<file path="src/inc/pfls_map.svh">
`ifndef PFLS_MAP_SVH
`define PFLS_MAP_SVH
// command codes
`define PFLS_CMD_CLEAR 8'h03
`define PFLS_CMD_VOVW 8'h42
`define PFLS_CMD_VUVW 8'h43
`define PFLS_CMD_VUVF 8'h44
`define PFLS_CMD_VUVA 8'h45
`define PFLS_CMD_IOCF 8'h46
`define PFLS_CMD_IOCA 8'h47
`define PFLS_CMD_IOCW 8'h4A
`define PFLS_CMD_TOTF 8'h4F
`define PFLS_CMD_TOTA 8'h50
`define PFLS_CMD_TOTW 8'h51
`define PFLS_CMD_NOVF 8'h55
`define PFLS_CMD_NOVA 8'h56
`define PFLS_CMD_NUVW 8'h58
`define PFLS_CMD_NUVF 8'h59
`define PFLS_CMD_NUVA 8'h5A
`define PFLS_CMD_SBYTE 8'h78
`define PFLS_CMD_SWORD 8'h79
`define PFLS_CMD_SVOUT 8'h7A
`define PFLS_CMD_SIOUT 8'h7B
`define PFLS_CMD_SIN 8'h7C
`define PFLS_CMD_STEMP 8'h7D
`define PFLS_CMD_SCOMM 8'h7E
`define PFLS_CMD_SFAN 8'h81
// response codes
`define PFLS_ACT_LATCH 8'h80
`define PFLS_ACT_RESTART 8'hC0
`define PFLS_ACT_HICCUP 8'hF8
// reset values
`define PFLS_RST_VUVA 8'hC0
`define PFLS_RST_IOCA 8'hF8
`define PFLS_RST_TOTA 8'hC0
`define PFLS_RST_NOVA 8'hC0
`define PFLS_RST_NUVA 8'hC0
`define PFLS_RST_HI_LIM 16'hFFFF
`define PFLS_RST_LO_LIM 16'h0000
`define PFLS_RST_STAT 8'h00
// field positions
`define PFLS_B_BUSY 7
`define PFLS_B_OFF 6
`define PFLS_B_VOV 5
`define PFLS_B_IOC 4
`define PFLS_B_VIN 3
`define PFLS_B_TMP 2
`define PFLS_B_CML 1
`define PFLS_B_NONE 0
`define PFLS_W_VOUT 7
`define PFLS_W_IOUT 6
`define PFLS_W_IN 5
`define PFLS_W_MFR 4
`define PFLS_W_PGN 3
`define PFLS_W_FAN 2
`endif

</file>
<file path="src/inc/pfls_pkg.sv">
package pfls_pkg;
   // sensed quantities, one word each
   typedef struct packed {
      logic [15:0] vout;
      logic [15:0] iout;
      logic [15:0] temp;
      logic [15:0] vin;
   } pfls_meas_t;
   // one command transfer from the management bus front end
   typedef struct packed {
      logic wr;
      logic rd;
      logic [7:0] code;
      logic [15:0] data;
   } pfls_cmd_t;
   typedef enum logic {PFLS_LATCH, PFLS_RETRY} pfls_act_t;
endpackage

</file>
<file path="src/rtl/pfls_bank.sv">
`include "pfls_map.svh"
module pfls_bank
   import pfls_pkg::*;
#(
   parameter logic [15:0] LOWLINE_CUR_LIMIT = 16'h0200,
   parameter logic [15:0] LOWLINE_CUR_WARN = 16'h01C0,
   parameter logic [15:0] LOW_OUT_THRESH = 16'h0100
) (
   // clock, reset, enable
   input wire logic sys_clk_i,
   input wire logic arst_n_i,
   input wire logic ce_i,
   // command port
   input wire pfls_cmd_t cmd_i,
   input wire logic in_control_i,
   output logic [15:0] rdata_o,
   output logic rvalid_o,
   // measurements and line state
   input wire pfls_meas_t meas_i,
   input wire logic high_line_i,
   input wire logic vin_interrupt_i,
   // external status sources and restart request
   input wire logic vout_ov_fault_i,
   input wire logic vin_ov_warn_i,
   input wire logic share_fault_i,
   input wire logic pwr_limit_i,
   input wire logic [1:0] fan_fault_i,
   input wire logic [1:0] fan_override_i,
   input wire logic busy_i,
   input wire logic pg_n_i,
   input wire logic mfr_event_i,
   input wire logic pec_error_i,
   input wire logic comm_other_i,
   input wire logic restart_i,
   // alert and power control
   output logic alert_n_o,
   output logic output_off_o
);

   // the fixed low-line warning must not sit above the fixed low-line limit
   if (LOWLINE_CUR_WARN > LOWLINE_CUR_LIMIT) begin : g_chk
      $error("low-line warning above low-line limit");
   end

   logic wr, rd, clr;
   logic [7:0] code;
   logic [15:0] wd;
   logic [15:0] vovw_ff, vuvw_ff, vuvf_ff, iocf_ff, iocw_ff;
   logic [15:0] totf_ff, totw_ff, novf_ff, nuvw_ff, nuvf_ff;
   logic [7:0] vuva_ff, ioca_ff, tota_ff, nova_ff, nuva_ff;
   logic [7:0] svout_ff, siout_ff, sin_ff, stemp_ff, scomm_ff, sfan_ff;
   logic [7:0] set_vout, set_iout, set_in, set_temp, set_comm, set_fan;
   logic [7:0] nxt_svout, nxt_siout, nxt_sin, nxt_stemp, nxt_scomm, nxt_sfan;
   logic [7:0] sum_lo;
   logic [7:0] sum_hi;
   logic [15:0] nxt_rdata;
   logic [4:0] latch_ff;
   logic [4:0] trip, lk;
   logic known, is_ro, is_act, bad_cmd, bad_data;
   logic c_vovw, c_vuvw, c_vuvf, c_curlim, c_curlow, c_curw;
   logic c_totf, c_totw, c_novf, c_nuvw, c_nuvf;
   logic [15:0] cur_lim, cur_warn;
   logic alert_n_ff, off_ff, rvalid_ff;
   logic [15:0] rdata_ff;

   // only writes taken while enabled count
   assign wr = ce_i & cmd_i.wr;
   assign rd = ce_i & cmd_i.rd;
   assign code = cmd_i.code;
   assign wd = cmd_i.data;
   // a host not in control cannot clear anything
   assign clr = wr & (code == `PFLS_CMD_CLEAR) & in_control_i;

   // response code check: overcurrent takes hiccup or restart, all others latch or restart
   function automatic logic act_ok(input logic [7:0] c, input logic [7:0] v);
      logic ok;
      ok = 1'b0;
      if (c == `PFLS_CMD_IOCA) begin
         ok = (v == `PFLS_ACT_HICCUP) || (v == `PFLS_ACT_RESTART);
      end else if (c == `PFLS_CMD_TOTA) begin
         ok = (v == `PFLS_ACT_RESTART) || (v == `PFLS_ACT_LATCH);
      end else begin
         ok = (v == `PFLS_ACT_LATCH) || (v == `PFLS_ACT_RESTART);
      end
      return ok;
   endfunction

   // latch-off code differs per register; overcurrent latches on 0xC0
   function automatic pfls_act_t act_kind(input logic [7:0] latch_code, input logic [7:0] v);
      pfls_act_t k;
      k = (v == latch_code) ? PFLS_LATCH : PFLS_RETRY;
      return k;
   endfunction

   // command classification
   always_comb begin
      is_act = (code == `PFLS_CMD_VUVA) || (code == `PFLS_CMD_IOCA) ||
               (code == `PFLS_CMD_TOTA) || (code == `PFLS_CMD_NOVA) ||
               (code == `PFLS_CMD_NUVA);
      is_ro = (code >= `PFLS_CMD_SBYTE && code <= `PFLS_CMD_SCOMM) ||
              (code == `PFLS_CMD_SFAN);
      known = is_act || is_ro ||
              (code == `PFLS_CMD_VOVW) || (code == `PFLS_CMD_VUVW) ||
              (code == `PFLS_CMD_VUVF) || (code == `PFLS_CMD_IOCF) ||
              (code == `PFLS_CMD_IOCW) || (code == `PFLS_CMD_TOTF) ||
              (code == `PFLS_CMD_TOTW) || (code == `PFLS_CMD_NOVF) ||
              (code == `PFLS_CMD_NUVW) || (code == `PFLS_CMD_NUVF);
      // clear is write-only; status registers are read-only
      bad_cmd = (rd & ~known) | (wr & ~known & (code != `PFLS_CMD_CLEAR)) | (wr & is_ro);
      bad_data = wr & is_act & ~act_ok(code, wd[7:0]);
   end

   // limit registers; widths are full words, no range check on limits
   always_ff @(posedge sys_clk_i or negedge arst_n_i) begin
      if (!arst_n_i) begin
         vovw_ff <= `PFLS_RST_HI_LIM;
         vuvw_ff <= `PFLS_RST_LO_LIM;
         vuvf_ff <= `PFLS_RST_LO_LIM;
         iocf_ff <= `PFLS_RST_HI_LIM;
         iocw_ff <= `PFLS_RST_HI_LIM;
         totf_ff <= `PFLS_RST_HI_LIM;
         totw_ff <= `PFLS_RST_HI_LIM;
         novf_ff <= `PFLS_RST_HI_LIM;
         nuvw_ff <= `PFLS_RST_LO_LIM;
         nuvf_ff <= `PFLS_RST_LO_LIM;
      end else if (wr) begin
         if (code == `PFLS_CMD_VOVW) begin
            vovw_ff <= wd;
         end else if (code == `PFLS_CMD_VUVW) begin
            vuvw_ff <= wd;
         end else if (code == `PFLS_CMD_VUVF) begin
            vuvf_ff <= wd;
         end else if (code == `PFLS_CMD_IOCF) begin
            iocf_ff <= wd;
         end else if (code == `PFLS_CMD_IOCW) begin
            iocw_ff <= wd;
         end else if (code == `PFLS_CMD_TOTF) begin
            totf_ff <= wd;
         end else if (code == `PFLS_CMD_TOTW) begin
            totw_ff <= wd;
         end else if (code == `PFLS_CMD_NOVF) begin
            novf_ff <= wd;
         end else if (code == `PFLS_CMD_NUVW) begin
            nuvw_ff <= wd;
         end else if (code == `PFLS_CMD_NUVF) begin
            nuvf_ff <= wd;
         end
      end
   end

   // response registers; a refused code leaves the old setting
   always_ff @(posedge sys_clk_i or negedge arst_n_i) begin
      if (!arst_n_i) begin
         vuva_ff <= `PFLS_RST_VUVA;
         ioca_ff <= `PFLS_RST_IOCA;
         tota_ff <= `PFLS_RST_TOTA;
         nova_ff <= `PFLS_RST_NOVA;
         nuva_ff <= `PFLS_RST_NUVA;
      end else if (wr && is_act && !bad_data) begin
         if (code == `PFLS_CMD_VUVA) begin
            vuva_ff <= wd[7:0];
         end else if (code == `PFLS_CMD_IOCA) begin
            ioca_ff <= wd[7:0];
         end else if (code == `PFLS_CMD_TOTA) begin
            tota_ff <= wd[7:0];
         end else if (code == `PFLS_CMD_NOVA) begin
            nova_ff <= wd[7:0];
         end else begin
            nuva_ff <= wd[7:0];
         end
      end
   end

   // fault and warning conditions from the live measurements
   always_comb begin
      cur_lim = high_line_i ? iocf_ff : LOWLINE_CUR_LIMIT;
      cur_warn = high_line_i ? iocw_ff : LOWLINE_CUR_WARN;
      c_vovw = meas_i.vout > vovw_ff;
      c_vuvw = meas_i.vout < vuvw_ff;
      // an input dropout also pulls vout down; that is not an output fault
      c_vuvf = (meas_i.vout < vuvf_ff) & ~vin_interrupt_i;
      c_curlim = meas_i.iout > cur_lim;
      c_curlow = c_curlim & (meas_i.vout < LOW_OUT_THRESH);
      c_curw = meas_i.iout > cur_warn;
      c_totf = meas_i.temp > totf_ff;
      c_totw = meas_i.temp > totw_ff;
      c_novf = meas_i.vin > novf_ff;
      c_nuvw = meas_i.vin < nuvw_ff;
      c_nuvf = meas_i.vin < nuvf_ff;
   end

   // set vectors; reserved positions stay zero
   assign set_vout = {vout_ov_fault_i, c_vovw, c_vuvw, c_vuvf, 4'h0};
   assign set_iout = {c_curlim, c_curlow, c_curw, 1'b0, share_fault_i, pwr_limit_i,
                      2'h0};
   assign set_in = {c_novf, vin_ov_warn_i, c_nuvw, c_nuvf, c_nuvf, 3'h0};
   assign set_temp = {c_totf, c_totw, 6'h00};
   assign set_comm = {bad_cmd, bad_data, pec_error_i, 3'h0, comm_other_i, 1'b0};
   assign set_fan = {fan_fault_i[0], fan_fault_i[1], 2'h0, fan_override_i[0],
                     fan_override_i[1], 2'h0};

   // sticky update: a set in the clearing cycle survives
   always_comb begin
      nxt_svout = (svout_ff & ~{8{clr}}) | set_vout;
      nxt_siout = (siout_ff & ~{8{clr}}) | set_iout;
      nxt_sin = (sin_ff & ~{8{clr}}) | set_in;
      nxt_stemp = (stemp_ff & ~{8{clr}}) | set_temp;
      nxt_scomm = (scomm_ff & ~{8{clr}}) | set_comm;
      nxt_sfan = (sfan_ff & ~{8{clr}}) | set_fan;
   end

   // category status bytes
   always_ff @(posedge sys_clk_i or negedge arst_n_i) begin
      if (!arst_n_i) begin
         svout_ff <= `PFLS_RST_STAT;
         siout_ff <= `PFLS_RST_STAT;
         sin_ff <= `PFLS_RST_STAT;
         stemp_ff <= `PFLS_RST_STAT;
         scomm_ff <= `PFLS_RST_STAT;
         sfan_ff <= `PFLS_RST_STAT;
      end else if (ce_i) begin
         svout_ff <= nxt_svout;
         siout_ff <= nxt_siout;
         sin_ff <= nxt_sin;
         stemp_ff <= nxt_stemp;
         scomm_ff <= nxt_scomm;
         sfan_ff <= nxt_sfan;
      end
   end

   // shutdown sources: vout uv, current low-voltage, temp, vin ov, vin uv
   assign trip = {c_vuvf, c_curlow, c_totf, c_novf, c_nuvf};

   // which trips latch off; overcurrent latches on 0xC0, the others on 0x80
   assign lk = {act_kind(`PFLS_ACT_LATCH, vuva_ff) == PFLS_LATCH,
                act_kind(`PFLS_ACT_RESTART, ioca_ff) == PFLS_LATCH,
                act_kind(`PFLS_ACT_LATCH, tota_ff) == PFLS_LATCH,
                act_kind(`PFLS_ACT_LATCH, nova_ff) == PFLS_LATCH,
                act_kind(`PFLS_ACT_LATCH, nuva_ff) == PFLS_LATCH};

   // latch-off memory, only a restart request releases it
   always_ff @(posedge sys_clk_i or negedge arst_n_i) begin
      if (!arst_n_i) begin
         latch_ff <= 5'h00;
      end else if (ce_i) begin
         if (restart_i) begin
            latch_ff <= 5'h00;
         end else begin
            latch_ff <= latch_ff | (trip & lk);
         end
      end
   end

   // output off follows live trips in retry modes; retry timing lives outside
   always_ff @(posedge sys_clk_i or negedge arst_n_i) begin
      if (!arst_n_i) begin
         off_ff <= 1'b0;
      end else if (ce_i) begin
         off_ff <= (|trip) | (|latch_ff) | vout_ov_fault_i;
      end
   end

   // summary byte and word high byte from the category bytes plus busy_i, off_ff, mfr_event_i and pg_n_i
   always_comb begin
      sum_hi = 8'h00;
      sum_hi[`PFLS_W_VOUT] = |svout_ff;
      sum_hi[`PFLS_W_IOUT] = |siout_ff;
      sum_hi[`PFLS_W_IN] = |sin_ff;
      sum_hi[`PFLS_W_MFR] = mfr_event_i;
      sum_hi[`PFLS_W_PGN] = pg_n_i;
      sum_hi[`PFLS_W_FAN] = |sfan_ff;
      sum_lo = 8'h00;
      sum_lo[`PFLS_B_BUSY] = busy_i;
      sum_lo[`PFLS_B_OFF] = off_ff;
      sum_lo[`PFLS_B_VOV] = svout_ff[7];
      sum_lo[`PFLS_B_IOC] = siout_ff[7];
      sum_lo[`PFLS_B_VIN] = sin_ff[4];
      sum_lo[`PFLS_B_TMP] = |stemp_ff;
      sum_lo[`PFLS_B_CML] = |scomm_ff;
      sum_lo[`PFLS_B_NONE] = (|sum_hi) & ~(|sum_lo[7:1]);
   end

   // read mux
   always_comb begin
      nxt_rdata = 16'h0000;
      if (code == `PFLS_CMD_VOVW) begin
         nxt_rdata = vovw_ff;
      end else if (code == `PFLS_CMD_VUVW) begin
         nxt_rdata = vuvw_ff;
      end else if (code == `PFLS_CMD_VUVF) begin
         nxt_rdata = vuvf_ff;
      end else if (code == `PFLS_CMD_VUVA) begin
         nxt_rdata = {8'h00, vuva_ff};
      end else if (code == `PFLS_CMD_IOCF) begin
         nxt_rdata = iocf_ff;
      end else if (code == `PFLS_CMD_IOCA) begin
         nxt_rdata = {8'h00, ioca_ff};
      end else if (code == `PFLS_CMD_IOCW) begin
         nxt_rdata = iocw_ff;
      end else if (code == `PFLS_CMD_TOTF) begin
         nxt_rdata = totf_ff;
      end else if (code == `PFLS_CMD_TOTA) begin
         nxt_rdata = {8'h00, tota_ff};
      end else if (code == `PFLS_CMD_TOTW) begin
         nxt_rdata = totw_ff;
      end else if (code == `PFLS_CMD_NOVF) begin
         nxt_rdata = novf_ff;
      end else if (code == `PFLS_CMD_NOVA) begin
         nxt_rdata = {8'h00, nova_ff};
      end else if (code == `PFLS_CMD_NUVW) begin
         nxt_rdata = nuvw_ff;
      end else if (code == `PFLS_CMD_NUVF) begin
         nxt_rdata = nuvf_ff;
      end else if (code == `PFLS_CMD_NUVA) begin
         nxt_rdata = {8'h00, nuva_ff};
      end else if (code == `PFLS_CMD_SBYTE) begin
         nxt_rdata = {8'h00, sum_lo};
      end else if (code == `PFLS_CMD_SWORD) begin
         nxt_rdata = {sum_hi, sum_lo};
      end else if (code == `PFLS_CMD_SVOUT) begin
         nxt_rdata = {8'h00, svout_ff};
      end else if (code == `PFLS_CMD_SIOUT) begin
         nxt_rdata = {8'h00, siout_ff};
      end else if (code == `PFLS_CMD_SIN) begin
         nxt_rdata = {8'h00, sin_ff};
      end else if (code == `PFLS_CMD_STEMP) begin
         nxt_rdata = {8'h00, stemp_ff};
      end else if (code == `PFLS_CMD_SCOMM) begin
         nxt_rdata = {8'h00, scomm_ff};
      end else if (code == `PFLS_CMD_SFAN) begin
         nxt_rdata = {8'h00, sfan_ff};
      end
   end

   // read answer one cycle after the request; unknown codes answer zero
   always_ff @(posedge sys_clk_i or negedge arst_n_i) begin
      if (!arst_n_i) begin
         rdata_ff <= 16'h0000;
         rvalid_ff <= 1'b0;
      end else if (ce_i) begin
         rvalid_ff <= cmd_i.rd;
         if (cmd_i.rd) begin
            rdata_ff <= nxt_rdata;
         end
      end
   end

   // alert from the next status, so it tracks the sticky bytes exactly
   always_ff @(posedge sys_clk_i or negedge arst_n_i) begin
      if (!arst_n_i) begin
         alert_n_ff <= 1'b1;
      end else if (ce_i) begin
         alert_n_ff <= ~(|{nxt_svout, nxt_siout, nxt_sin, nxt_stemp, nxt_scomm,
                           nxt_sfan});
      end
   end

   assign alert_n_o = alert_n_ff;
   assign output_off_o = off_ff;
   assign rdata_o = rdata_ff;
   assign rvalid_o = rvalid_ff;
endmodule

</file>
<file path="config.mk">
export PLATFORM = sky130hd
export DESIGN_NAME = pfls_bank
export DESIGN_NICKNAME = d
export VERILOG_FILES = /design/src/inc/pfls_pkg.sv /design/src/rtl/pfls_bank.sv
export VERILOG_INCLUDE_DIRS = /design/src /design/src/inc
export SDC_FILE = /design/constraint.sdc
export NUM_CORES = 1
export LEC_CHECK = 0
export BUFFER_PORTS_ARGS = -buffer_cell sky130_fd_sc_hd__buf_2
export CAP_MARGIN = 20
export CORE_UTILIZATION = 46
export DETAILED_ROUTE_END_ITERATION = 8
export GPL_TIMING_DRIVEN = 0
export PLACE_DENSITY_LB_ADDON = 0.2
export SLEW_MARGIN = 20
export SYNTH_ARGS = -nofsm -noshare
export SYNTH_HDL_FRONTEND = slang
export SYNTH_SLANG_ARGS = --single-unit
</file>
<file path="constraint.sdc">
create_clock -name sys_clk_i -period 2.85 [get_ports sys_clk_i]
set_clock_uncertainty 0.1 [all_clocks]
set_input_delay 0.285 -clock sys_clk_i [delete_from_list [all_inputs] [get_ports sys_clk_i]]
set_output_delay 0.285 -clock sys_clk_i [all_outputs]
set_load 0.005 [all_outputs]
</file>
==> metrics.yaml <==
status: "finished, violations left"
violations: "DRC, setup timing"
fin_util: 0.549
die_width_um: 193
worstSetupStartpointType: "register"
power_frac_seq: 0.438
yosys_most_used_dff: "dfrtp_1"
clk_latency_ps: 600
hp-class: "in -> reg"
cts_buffer_depth: 3
finalNonFillerCells: 2362
fin_ws_ps: -69.3
synth_area_mm2: 0.0169
grt_overflow_total: 0
syn_nets: 1965
synthMuxAreaShare: 0.0910
switching_power_mw: 2.59
nFillCells: 3181
post-route-drc-count: 7
yosys.area_share.simple: 0.146
hpwl_um: 47100
ys_ff_latch: 272
die-area_mm2: 0.0374
p_sw_frac: 0.276
rsz0062_at_grt: "true"
num_rows: 69
via_count: 14900
grt_pass1_vias: 14400
clock.fmax_mhz: 343
maxCapViolations: 0
leakagePower_nw: 8.61
synth_top_area_frac: 0.241
crit_required_ps: 3270
synthTopCellsByArea: "dfrtp_1 24%, dfstp_2 17%, ha_1 12%"
worstPathArrival_ps: 3340
vias_per_cell: 6.31
cts_sinks: 272
area_growth_pct: 16.7
synth_fa_ha_area_frac: 0.116
final_nets: 2142
crit_type: "reg -> reg"
place_ws_ps: -992
cts-root-buf: "clkbuf_16"
portBuffers: 117
yosysWarningCount: 0
synth_edf_count: 0
track_usage: 0.322
synth_compound_area_frac: 0.181
antenna_found_initial: 0
p_comb_frac: 0.123
fin_setup_tns_ps: -127
numCtsBuffers: 31
clkTransAtPathRegs_ps: 70
endpoint_kind: "register"
start_util: 0.470
htree_levels: 1
core-area_mm2: 0.0358
drive_gt1_frac: 0.266
io_pins: 129
ant_nets: 0
drt_iter0_drc: 1640
synth_top_family_by_area: "compound AO/OA/AOI/OAI gates"
power_density_mw_per_mm2: 478
die_h_um: 193
syn_inst: 1699
grt_pass1_wl_um: 91000
drv_slew: 0
yosys.area.top_type: "dfrtp_1"
setup_viol: 3
critPathMaxFanout: 2
grt_max_degree: 102
first_pass_iters: 9
synthTopCellsByCount: "162 x dfrtp_1, 156 x ha_1, 138 x inv_1, 138 x nand2_1, 118 x mux2_2"
routabilityCongestion: 0.990
synth-xor-area-share: 0.000520
ys_seq_area_frac: 0.412
async_reset_ff_frac: 1.00
power.internal_mw: 6.80
ys_types: 82
design_area_mm2: 0.0197
slew_headroom: 0.301
cts_tree: "done"
power_frac_clock: 0.439
ir_worst_vdd_v: 0.000508
diodes: 0
placed_cell_area_mm2: 0.0181
routed_wl_um: 60900
hold_violations: 0
fin_crit_sh: 1.02
dp_cells: 2279
final.min_clock_period_ps: 2920
avgRoutedWirePerCell_um: 25.8
yosysMostFrequentCell: "dfrtp_1"
avgSynthCellArea_um2: 9.92
tightest_slew_ps: 1040
==> metal layers <==
metal	track usage	vias to the layer above	wire length [um]	part of all wire
li1	-	6606	-	-
met1	0.456	7374	26300	0.43
met2	0.494	771	26600	0.44
met3	0.0603	150	5540	0.091
met4	0.113	0	2430	0.040
met5	0	-	0	0
==> worst max-delay path: stages, from the launching register on <==
cell,delay (ps)
dfstp_2,540
inv_1,50
ha_1,290
and3_4,170
a211oi_2,200
a21oi_2,100
a211o_1,330
a211o_1,340
or4b_4,520
o32ai_2,200
==> repair_timing <==
action                                  4_1_cts  5_1_grt
hold endpoints to repair                     95        0
pin swaps                                     7       17
buffers inserted                              7        3
endpoints found under the setup margin       35       28
resized for setup                            23       40
hold buffers                                 15        0
==> cell usage in the layout, fill, tap and decap left out, drive strengths merged, types with 16 or more instances in the layout <==
cell type | synthesis | final
and2 | 58 | 58
a22o | 23 | 23
a211oi | 18 | 18
nand4 | 26 | 26
o21ai | 115 | 115
clkbuf | 74 | 111
o211ai | 16 | 16
nand2b | 23 | 23
inv | 138 | 140
ha | 156 | 156
dfrtp | 162 | 162
nand3 | 29 | 29
a22oi | 24 | 24
mux2 | 122 | 122
a21oi | 74 | 74
dfstp | 110 | 110
and3 | 17 | 17
mux2i | 16 | 16
nor2 | 57 | 57
a221oi | 26 | 26
nor2b | 18 | 18
nor3 | 27 | 27
nor4 | 20 | 20
nand2 | 138 | 138
buf | 20 | 151
a21o | 25 | 25
==> power groups by stage <==
stage	registers [mW]	logic [mW]	clock network [mW]
CTS	4.11	1.12	4.16
floorplan	4.13	0.574	0
finish	4.12	1.16	4.12
global placement	4.17	1.04	0
detailed placement	4.18	1.08	0
global route	4.12	1.27	4.31
==> path summary, 6_finish.rpt <==
| kind | from | end | slack [ps] | depth (start not counted) |
|---|---|---|---|---|
| worst max-delay path | totw_ff[10] | alert_n_o | -70 | 9 |
| worst min-delay path | mfr_event_i | rdata_o[12] | 30 | 3 |
| min in group asynchronous | arst_n_i | sin_ff[6] | 150 | 2 |
| worst max register to register | totw_ff[10] | alert_n_o | -70 | 9 |
| max in group asynchronous | arst_n_i | iocf_ff[8] | 1530 | 3 |
| worst min register to register | rvalid_o | rvalid_o | 400 | 1 |
==> state kept, by name (all words and copies together) (netlist names), 5 cells and up <==
| register | cells |
|---|---|
| nuvw_ff | 16 |
| vuvf_ff | 16 |
| vuva_ff | 8 |
| latch_ff | 5 |
| vuvw_ff | 16 |
| ioca_ff | 8 |
| nuvf_ff | 16 |
| siout_ff | 8 |
| stemp_ff | 8 |
| iocw_ff | 16 |
| totf_ff | 16 |
| svout_ff | 8 |
| vovw_ff | 16 |
| tota_ff | 8 |
| nova_ff | 8 |
| scomm_ff | 8 |
| nuva_ff | 8 |
| novf_ff | 16 |
| rdata_o | 16 |
| totw_ff | 16 |
| sfan_ff | 8 |
| iocf_ff | 16 |
| sin_ff | 8 |
==> metrics by stage <==
stage | total power, mW | hold slack [ps]
2_1_floorplan | 4.70 | -111
3_3_place_gp | 5.21 | 362
3_5_place_dp | 5.25 | 194
4_1_cts | 9.39 | 9.59
5_1_grt | 9.70 | 35.8
6_report | 9.40 | 29.1
==> area by class of cell <==
class / count / area, um2 / area share
Clock inverter: 19 / 174 / 0.00884
Multi-Input combinational cell: 1195 / 9310 / 0.473
Tap cell: 461 / 577 / 0.0293
Buffer: 94 / 393 / 0.0200
Clock buffer: 39 / 876 / 0.0445
Timing Repair Buffer: 144 / 876 / 0.0445
Inverter: 138 / 518 / 0.0263
Sequential cell: 272 / 6950 / 0.353
==> logic make-up after synthesis <==
| logic type | count (synthesis) |
|---|---|
| AO/OA/AOI/OAI | 444 |
| XOR/XNOR | 1 |
| adder cells (fa/ha/maj) | 156 |
| buffers and inverters | 232 |
| flip-flops | 272 |
| multiplexers | 138 |
| AND/OR/NAND/NOR | 456 |
Note: power is estimated with default switching activity, not from simulation.
